--- config.mk ---
export PLATFORM = sky130hd
export DESIGN_NAME = ssi_top
export DESIGN_NICKNAME = d
export VERILOG_FILES = /design/src/ssi_pkg.sv /design/src/ssi_switch_in.sv /design/src/ssi_top.sv
export SDC_FILE = /design/constraint.sdc
export NUM_CORES = 1
export LEC_CHECK = 0
export ABC_CLOCK_PERIOD_IN_PS = 2550
export BUFFER_PORTS_ARGS = -buffer_cell sky130_fd_sc_hd__buf_4
export CORE_AREA = 2 2 94 96
export CTS_BUF_LIST = sky130_fd_sc_hd__clkbuf_2 sky130_fd_sc_hd__clkbuf_4 sky130_fd_sc_hd__clkbuf_8
export CTS_CLUSTER_DIAMETER = 30
export CTS_CLUSTER_SIZE = 16
export DETAILED_ROUTE_END_ITERATION = 7
export DIE_AREA = 0 0 96 98
export PLACE_DENSITY = 0.68
export SYNTH_ARGS = -nofsm -noshare
export SYNTH_HDL_FRONTEND = slang
export SYNTH_HIERARCHICAL = 1
export SYNTH_SLANG_ARGS = --single-unit
--- constraint.sdc ---
create_clock -name clk_i -period 2.55 [get_ports clk_i]
set_input_delay 0.51 -clock clk_i [delete_from_list [all_inputs] [get_ports clk_i]]
set_output_delay 0.51 -clock clk_i [all_outputs]
set_load 0.005 [all_outputs]
--- src/ssi_pkg.sv ---
// Package for the side sign indicator: constants, register map, types
package ssi_pkg;

  // ==========================================================================
  // Indicator codes
  localparam logic [1:0] SSI_IND_NA     = 2'h0;
  localparam logic [1:0] SSI_IND_CLEAR  = 2'h1;
  localparam logic [1:0] SSI_IND_SET    = 2'h2;
  localparam logic [1:0] SSI_IND_BAD    = 2'h3;

  // ==========================================================================
  // Timing
  localparam int unsigned SSI_CLK_HZ      = 200000000;
  localparam int unsigned SSI_TIMEOUT_MS  = 2000;
  localparam int unsigned SSI_TIMEOUT_CYC =
    (SSI_CLK_HZ / 1000) * SSI_TIMEOUT_MS;
  localparam int unsigned SSI_SW_SETTLE_CYC = 4;

  // ==========================================================================
  // Register map (byte addresses, one word each)
  localparam logic [3:0] SSI_REG_CTRL   = 4'h0;
  localparam logic [3:0] SSI_REG_STATUS = 4'h4;

  // CTRL fields
  localparam int SSI_CTRL_SW_EN   = 0;
  localparam int SSI_CTRL_SW_AUTO = 1;
  localparam logic [1:0] SSI_CTRL_RST = 2'h2;

  // STATUS fields
  localparam int SSI_ST_IND_LSB   = 0;
  localparam int SSI_ST_FRESH     = 2;
  localparam int SSI_ST_SW_USED   = 3;
  localparam int SSI_ST_SW_CLOSED = 4;
  localparam int SSI_ST_SW_SEEN   = 5;

  // ==========================================================================
  // Carriers
  typedef struct packed {
    logic       valid;
    logic [3:0] flags;
  } ssi_sentence_t;

  typedef struct packed {
    logic sw_closed;
    logic sw_seen;
  } ssi_switch_t;

endpackage : ssi_pkg

--- src/ssi_switch_in.sv ---
// Switch input conditioning: three-flop sync, agreement filter, detection
`timescale 1ns/1ps
`default_nettype none
module ssi_switch_in
  import ssi_pkg::*;
(
  input  wire logic  clk_i,
  input  wire logic  rst_i,
  input  wire logic  ce_i,
  input  wire logic  sw_closed_i,
  input  wire logic  sw_driven_i,
  output ssi_switch_t sw_o
);

  logic [2:0]  sync_ff;
  logic [2:0]  nxt_sync;
  logic [2:0]  drv_ff;
  logic [2:0]  nxt_drv;
  ssi_switch_t st_ff;
  ssi_switch_t nxt_st;

  // ==========================================================================
  // Synchronisers; a change counts once stages two and three agree
  always_comb begin
    nxt_sync = {sync_ff[1:0], sw_closed_i};
    nxt_drv  = {drv_ff[1:0], sw_driven_i};
    nxt_st   = st_ff;
    if (sync_ff[1] == sync_ff[2]) begin
      nxt_st.sw_closed = sync_ff[2];
    end
    // A three-state port reports a wired switch; sticky until reset
    if (drv_ff[1] && drv_ff[2]) begin
      nxt_st.sw_seen = 1'b1;
    end
  end

  always_ff @(posedge clk_i) begin
    if (rst_i) begin
      sync_ff <= 3'h0;
      drv_ff  <= 3'h0;
      st_ff   <= '0;
    end else if (ce_i) begin
      sync_ff <= nxt_sync;
      drv_ff  <= nxt_drv;
      st_ff   <= nxt_st;
    end
  end

  assign sw_o = st_ff;

endmodule // ssi_switch_in
`default_nettype wire

--- src/ssi_top.sv ---
// Side sign indicator: sentence decode, freshness timer, switch, registers
`timescale 1ns/1ps
`default_nettype none
module ssi_top
  import ssi_pkg::*;
#(
  parameter int unsigned TIMEOUT_CYC = SSI_TIMEOUT_CYC
) (
  input  wire logic        clk_i,
  input  wire logic        rst_i,
  input  wire logic        ce_i,
  // Sentence fields from the navigation application
  input  wire logic        snt_valid_i,
  input  wire logic [3:0]  snt_flags_i,
  // Dedicated switch port
  input  wire logic        sw_closed_i,
  input  wire logic        sw_driven_i,
  // Wishbone classic slave
  input  wire logic        wb_cyc_i,
  input  wire logic        wb_stb_i,
  input  wire logic        wb_we_i,
  input  wire logic [3:0]  wb_adr_i,
  input  wire logic [3:0]  wb_sel_i,
  input  wire logic [31:0] wb_dat_i,
  output logic      [31:0] wb_dat_o,
  output logic             wb_ack_o,
  // Indicator for the position report builder
  output logic      [1:0]  smi_o
);

  ssi_sentence_t snt;
  ssi_switch_t   sw;

  logic [31:0] tmr_ff;
  logic [31:0] nxt_tmr;
  logic [1:0]  snt_ind_ff;
  logic [1:0]  nxt_snt_ind;
  logic [1:0]  smi_ff;
  logic [1:0]  nxt_smi;
  logic [1:0]  ctrl_ff;
  logic [1:0]  nxt_ctrl;
  logic        ack_ff;
  logic        nxt_ack;
  logic [31:0] rdat_ff;
  logic [31:0] nxt_rdat;
  logic        fresh;
  logic        sw_used;

  assign snt = '{valid: snt_valid_i, flags: snt_flags_i};

  ssi_switch_in u_sw (
    .clk_i       (clk_i),
    .rst_i       (rst_i),
    .ce_i        (ce_i),
    .sw_closed_i (sw_closed_i),
    .sw_driven_i (sw_driven_i),
    .sw_o        (sw)
  );

  // ==========================================================================
  // Sentence path
  function automatic logic [1:0] decode_flags(input logic [3:0] f);
    // Low two bits never reach the result
    logic [1:0] up;
    up = f[3:2];
    case (up)
      SSI_IND_CLEAR: decode_flags = SSI_IND_CLEAR;
      SSI_IND_SET:   decode_flags = SSI_IND_SET;
      SSI_IND_BAD:   decode_flags = SSI_IND_NA;
      default:       decode_flags = SSI_IND_NA;
    endcase
  endfunction

  assign fresh = (tmr_ff != 32'h0);

  always_comb begin
    nxt_tmr     = tmr_ff;
    nxt_snt_ind = snt_ind_ff;
    // Only a valid flag value restarts the two-second window
    if (snt.valid && (snt.flags[3:2] != SSI_IND_BAD)) begin
      nxt_tmr     = TIMEOUT_CYC;
      nxt_snt_ind = decode_flags(snt.flags);
    end else if (tmr_ff != 32'h0) begin
      nxt_tmr = tmr_ff - 32'h1;
    end else begin
      nxt_snt_ind = SSI_IND_NA;
    end
    // An invalid pair forces not available at once
    if (snt.valid && (snt.flags[3:2] == SSI_IND_BAD)) begin
      nxt_snt_ind = SSI_IND_NA;
      nxt_tmr     = 32'h0;
    end
  end

  // ==========================================================================
  // Source selection
  assign sw_used = ctrl_ff[SSI_CTRL_SW_EN] ||
                   (ctrl_ff[SSI_CTRL_SW_AUTO] && sw.sw_seen);

  always_comb begin
    if (sw_used) begin
      nxt_smi = sw.sw_closed ? SSI_IND_SET : SSI_IND_CLEAR;
    end else if (fresh) begin
      nxt_smi = snt_ind_ff;
    end else begin
      nxt_smi = SSI_IND_NA;
    end
  end

  // ==========================================================================
  // Wishbone slave: one wait state, ack for one cycle
  always_comb begin
    nxt_ctrl = ctrl_ff;
    nxt_ack  = 1'b0;
    nxt_rdat = rdat_ff;
    if (wb_cyc_i && wb_stb_i && !ack_ff) begin
      nxt_ack  = 1'b1;
      nxt_rdat = 32'h0;
      case (wb_adr_i)
        SSI_REG_CTRL: begin
          nxt_rdat[1:0] = ctrl_ff;
          if (wb_we_i && wb_sel_i[0]) begin
            nxt_ctrl = wb_dat_i[1:0];
          end
        end
        SSI_REG_STATUS: begin
          nxt_rdat[SSI_ST_IND_LSB +: 2] = smi_ff;
          nxt_rdat[SSI_ST_FRESH]        = fresh;
          nxt_rdat[SSI_ST_SW_USED]      = sw_used;
          nxt_rdat[SSI_ST_SW_CLOSED]    = sw.sw_closed;
          nxt_rdat[SSI_ST_SW_SEEN]      = sw.sw_seen;
        end
        default: nxt_rdat = 32'h0;
      endcase
    end
  end

  always_ff @(posedge clk_i) begin
    if (rst_i) begin
      tmr_ff     <= 32'h0;
      snt_ind_ff <= SSI_IND_NA;
      smi_ff     <= SSI_IND_NA;
      ctrl_ff    <= SSI_CTRL_RST;
      ack_ff     <= 1'b0;
      rdat_ff    <= 32'h0;
    end else if (ce_i) begin
      tmr_ff     <= nxt_tmr;
      snt_ind_ff <= nxt_snt_ind;
      smi_ff     <= nxt_smi;
      ctrl_ff    <= nxt_ctrl;
      ack_ff     <= nxt_ack;
      rdat_ff    <= nxt_rdat;
    end
  end

  // Feeds the special manoeuvre field of reports 1, 2 and 3
  assign smi_o    = smi_ff;
  assign wb_ack_o = ack_ff;
  assign wb_dat_o = rdat_ff;

endmodule // ssi_top
`default_nettype wire

==> results.md <==
- Status: finished clean
- CP peak stage delay: around 0.6 ns
- Post-synth top area cell: dfxtp_1
- Syn Inst Count: ~340
- # setup viols final: 0
- Die Y: approximately 98 µm
- Unrepaired setup endpoints after global routing: no
- Core area: 8466 µm²
- Reg2reg setup slack: about 0.11 ns
- CP startpoint kind: register
- Buf+Inv Stages, Crit Path: 2
- Setup WS post-layout: around 0.11 ns
- Worst-Skew Late Latency: between 0.3 and 0.4 ns
- CTS resizes: 3
- Avg Cell Area, Syn: between 8 and 9 µm²
- Fill cells: between 800 and 900
- Share of cells above drive strength 1: 18.32%
- Post-CTS setup buffers: 0
- Drt total wl: 6784 µm
- Initial antenna violation count: 0
- Critical path type: reg -> reg
- VDD IR max: roughly 0.00028 V
- Clock Power Share: between 30% and 40%
- Post-synthesis register bit count: between 50 and 60
- Maxcap violations: 0
- Synth cell types: 58
- Max Fclk: approximately 0.41 GHz
- Crit path from: tmr_ff[0]$_SDFFE_PP0P_
- Int Power: between 1.5 and 2 mW
- CP Capture Type: register
- Reg-to-reg critical path startpoint: tmr_ff[0]$_SDFFE_PP0P_
- GPL Wtd Cong: between 0.8 and 0.9
- Clock skew: roughly 0.0076 ns
- Setup TNS: 0 ns
- Vias in the first global route: 2532
- Die ar.: between 9000 and 10000 µm²
- Initial Utilization: ~34%
- Worst reg2reg path depth: 8
- Main synth FF type: dfxtp_1
- Footprint of the multi-input gates: roughly 1600 µm²
- Total grt overflow: 0
- Wire length per cell: roughly 14 µm
- Worst hold slack: 0.4133 ns
- Area Growth Syn to Fin: 17.02%
- CP Cell Sequence: inv_1, ha_1, or4b_1, or4_4, o31ai_4, buf_4, nor4_1, mux2i_1
- Inserted Clock Buffers: 5
- Family with the most delay on the worst path: simple AND/OR/NAND/NOR gates
- Class of the worst hold path: in -> reg
- Post-synthesis instance area: 2845 µm²
- Largest cells by area after synthesis: dfxtp_1, buf_4, a21oi_1, nor2_1, or3_1
- Reg-to-reg endpoint: tmr_ff[14]$_SDFFE_PP0P_
- Hpwl dp: around 4900 µm
- Worst rel slew slack: between 50% and 60%
- Post-synth EDFFs: 0
- Critical path depth: 8
- Total number of vias: between 2000 and 3000
- I/O Pins: 88
- CP endpoint: tmr_ff[14]$_SDFFE_PP0P_
- CP required: around 2.8 ns
- H-tree Lvls: 2
- Slew @ Worst Pin: between 0.6 and 0.7 ns
- Sw Ratio: between 30 and 40%
- Post-place setup slack: -0.005909 ns
- Worst-case clock buffer depth: 2
- CP Data Arrival Time: 2.64 ns
- Fin crit share: 95.68%
- PD cells: around 670 nW/µm²
- Die Wd: roughly 96 µm
- Register area share after synthesis: around 37%
- CTS tree: done
- # rows: 34
- Synth top area share: 37.29%
- Clk pin slew, worst setup/hold paths: ~0.1 ns
- Largest net degree at the start of global routing: 26
- Total global-route track usage: 14.85%
- Crit-path slowest cell: or4_4
- Final Slew Violations: 0
- Drt first pass iters: 4
- P_sw: between 600 and 700 µW
- CTS Hold Buffers Added: 0
- Leak: about 1.3 nW
- Period minus WS final: roughly 2.4 ns
- Yosys warning total: 6
- Number of remaining DRC errors: 0
- Crit path max fanout: 24
- CTS sink cnt: 53
- Via density: 5.427
- FFs w/ async S/R, synth: 0%
- Clock root cell: clkbuf_8
- Starting DRC count in detailed routing: 142
- Final Hold Fails: 0
- Final #Nets: about 440
- Register area: about 1100 µm²
- I/O Buffers: 26
- Seq pwr share: 42.2%
- DRT antenna net count: 0
- Comb power frac: 27.1%
- N_diodes: 0
- First-pass GRT wire length: 11430 µm
## logic make-up (layout without fill, tap and decap cells)
group | count (synthesis) | count (layout) | share of synthesized area (%)
AOI/OAI and AO/OA | 91 | 91 | 22.03
other | 1 | 26 | 0.1318
DFF | 53 | 53 | 37.29
buffers and inverters | 50 | 69 | 10.95
muxes | 11 | 11 | 3.958
adders and majority gates | 2 | 2 | 0.8794
and+or+nand+nor | 129 | 129 | 24.45
xor gates and xnor gates | 1 | 1 | 0.3079
## synthesized netlist by cell type (all sizes together), types with 3 or more instances
| master | count |
|---|---|
| a41oi | 3 |
| a31oi | 5 |
| buf | 32 |
| a22oi | 6 |
| or4 | 12 |
| a21oi | 28 |
| nor4 | 10 |
| nor2 | 35 |
| mux2i | 9 |
| nand2b | 3 |
| nand3 | 6 |
| o21ai | 14 |
| nand2 | 20 |
| nor3 | 9 |
| dfxtp | 53 |
| o31ai | 11 |
| or3 | 17 |
| inv | 8 |
| clkbuf | 10 |
| a21o | 3 |
## stage by stage
step / cell area (µm²) / util [%] / total power, mW / std cells
after floorplan: 2939 / - / 1.362 / 363
after global placement: 3191 / 37.69 / 1.529 / 482
after detailed placement: 3191 / 37.69 / 1.545 / 482
after CTS: 3329 / 39.33 / 2.226 / 490
after global routing: 3329 / 39.33 / 2.342 / 490
final: 3329 / 39.33 / 2.225 / 490
## flip-flops by register name, summed over array words and instances (netlist names)
register / cells
smi_o: 2
snt_ind_ff: 2
u_sw/sw_o: 2
wb_ack_o: 1
ctrl_ff: 2
u_sw/drv_ff: 3
wb_dat_o: 6
u_sw/sync_ff: 3
tmr_ff: 32
## routing by layer
layer	wire length (µm)	up-vias	track usage, %
met5	0	-	0
met4	104	0	5.275
met3	321	12	2.855
met2	3282	82	24.52
met1	3076	1261	19.07
li1	-	1304	-
## cell type report
cell class,instances,share of cell area [%]
multi-input combinational,260,47.20
sequential,53,31.87
timing repair buffer,53,11.95
tap,108,4.059
clock buffer,5,2.067
clock inverter,3,1.954
inverter,8,0.9019
## worst min path at each step
stage / end / from / depth (start not counted) / slack [ns]
detailed placement: tmr_ff[14]$_SDFFE_PP0P_ / tmr_ff[14]$_SDFFE_PP0P_ / 2 / 0.48
CTS: ctrl_ff[1]$_SDFFE_PP1P_ / wb_dat_i[1] / 3 / 0.41
global placement: tmr_ff[14]$_SDFFE_PP0P_ / tmr_ff[14]$_SDFFE_PP0P_ / 2 / 0.47
floorplan: tmr_ff[31]$_SDFFE_PP0P_ / tmr_ff[31]$_SDFFE_PP0P_ / 2 / 0.45
global route: snt_ind_ff[0]$_SDFFE_PP0P_ / snt_flags_i[2] / 2 / 0.42
finish: ctrl_ff[1]$_SDFFE_PP1P_ / wb_dat_i[1] / 3 / 0.41
## power groups by stage
stage / clock (mW) / combinational, mW / sequential (mW)
4_1_cts: 0.691 / 0.597 / 0.938
6_report: 0.682 / 0.604 / 0.939
2_1_floorplan: 0 / 0.417 / 0.946
3_3_place_gp: 0 / 0.576 / 0.953
3_5_place_dp: 0 / 0.589 / 0.956
5_1_grt: 0.723 / 0.671 / 0.948
## worst register-to-register path: cells and delay by family (launching register included)
family / cells / cell delay (ns)
fa+ha+maj: 1 / 0.15
mux: 1 / 0.12
buf+inv: 2 / 0.35
flops: 1 / 0.32
simple gates: 3 / 1.17
compound gates: 1 / 0.21
## placed cells by master (no fill, tap or decap), drive strengths merged, types with 8 or more instances in the layout
cell / count
a21oi: 28
o31ai: 11
conb: 26
nor3: 9
mux2i: 9
or3: 17
buf: 53
nand2: 20
or4: 12
dfxtp: 53
nor2: 35
nor4: 10
o21ai: 14
inv: 8
Power figures use the tool's default switching activity.
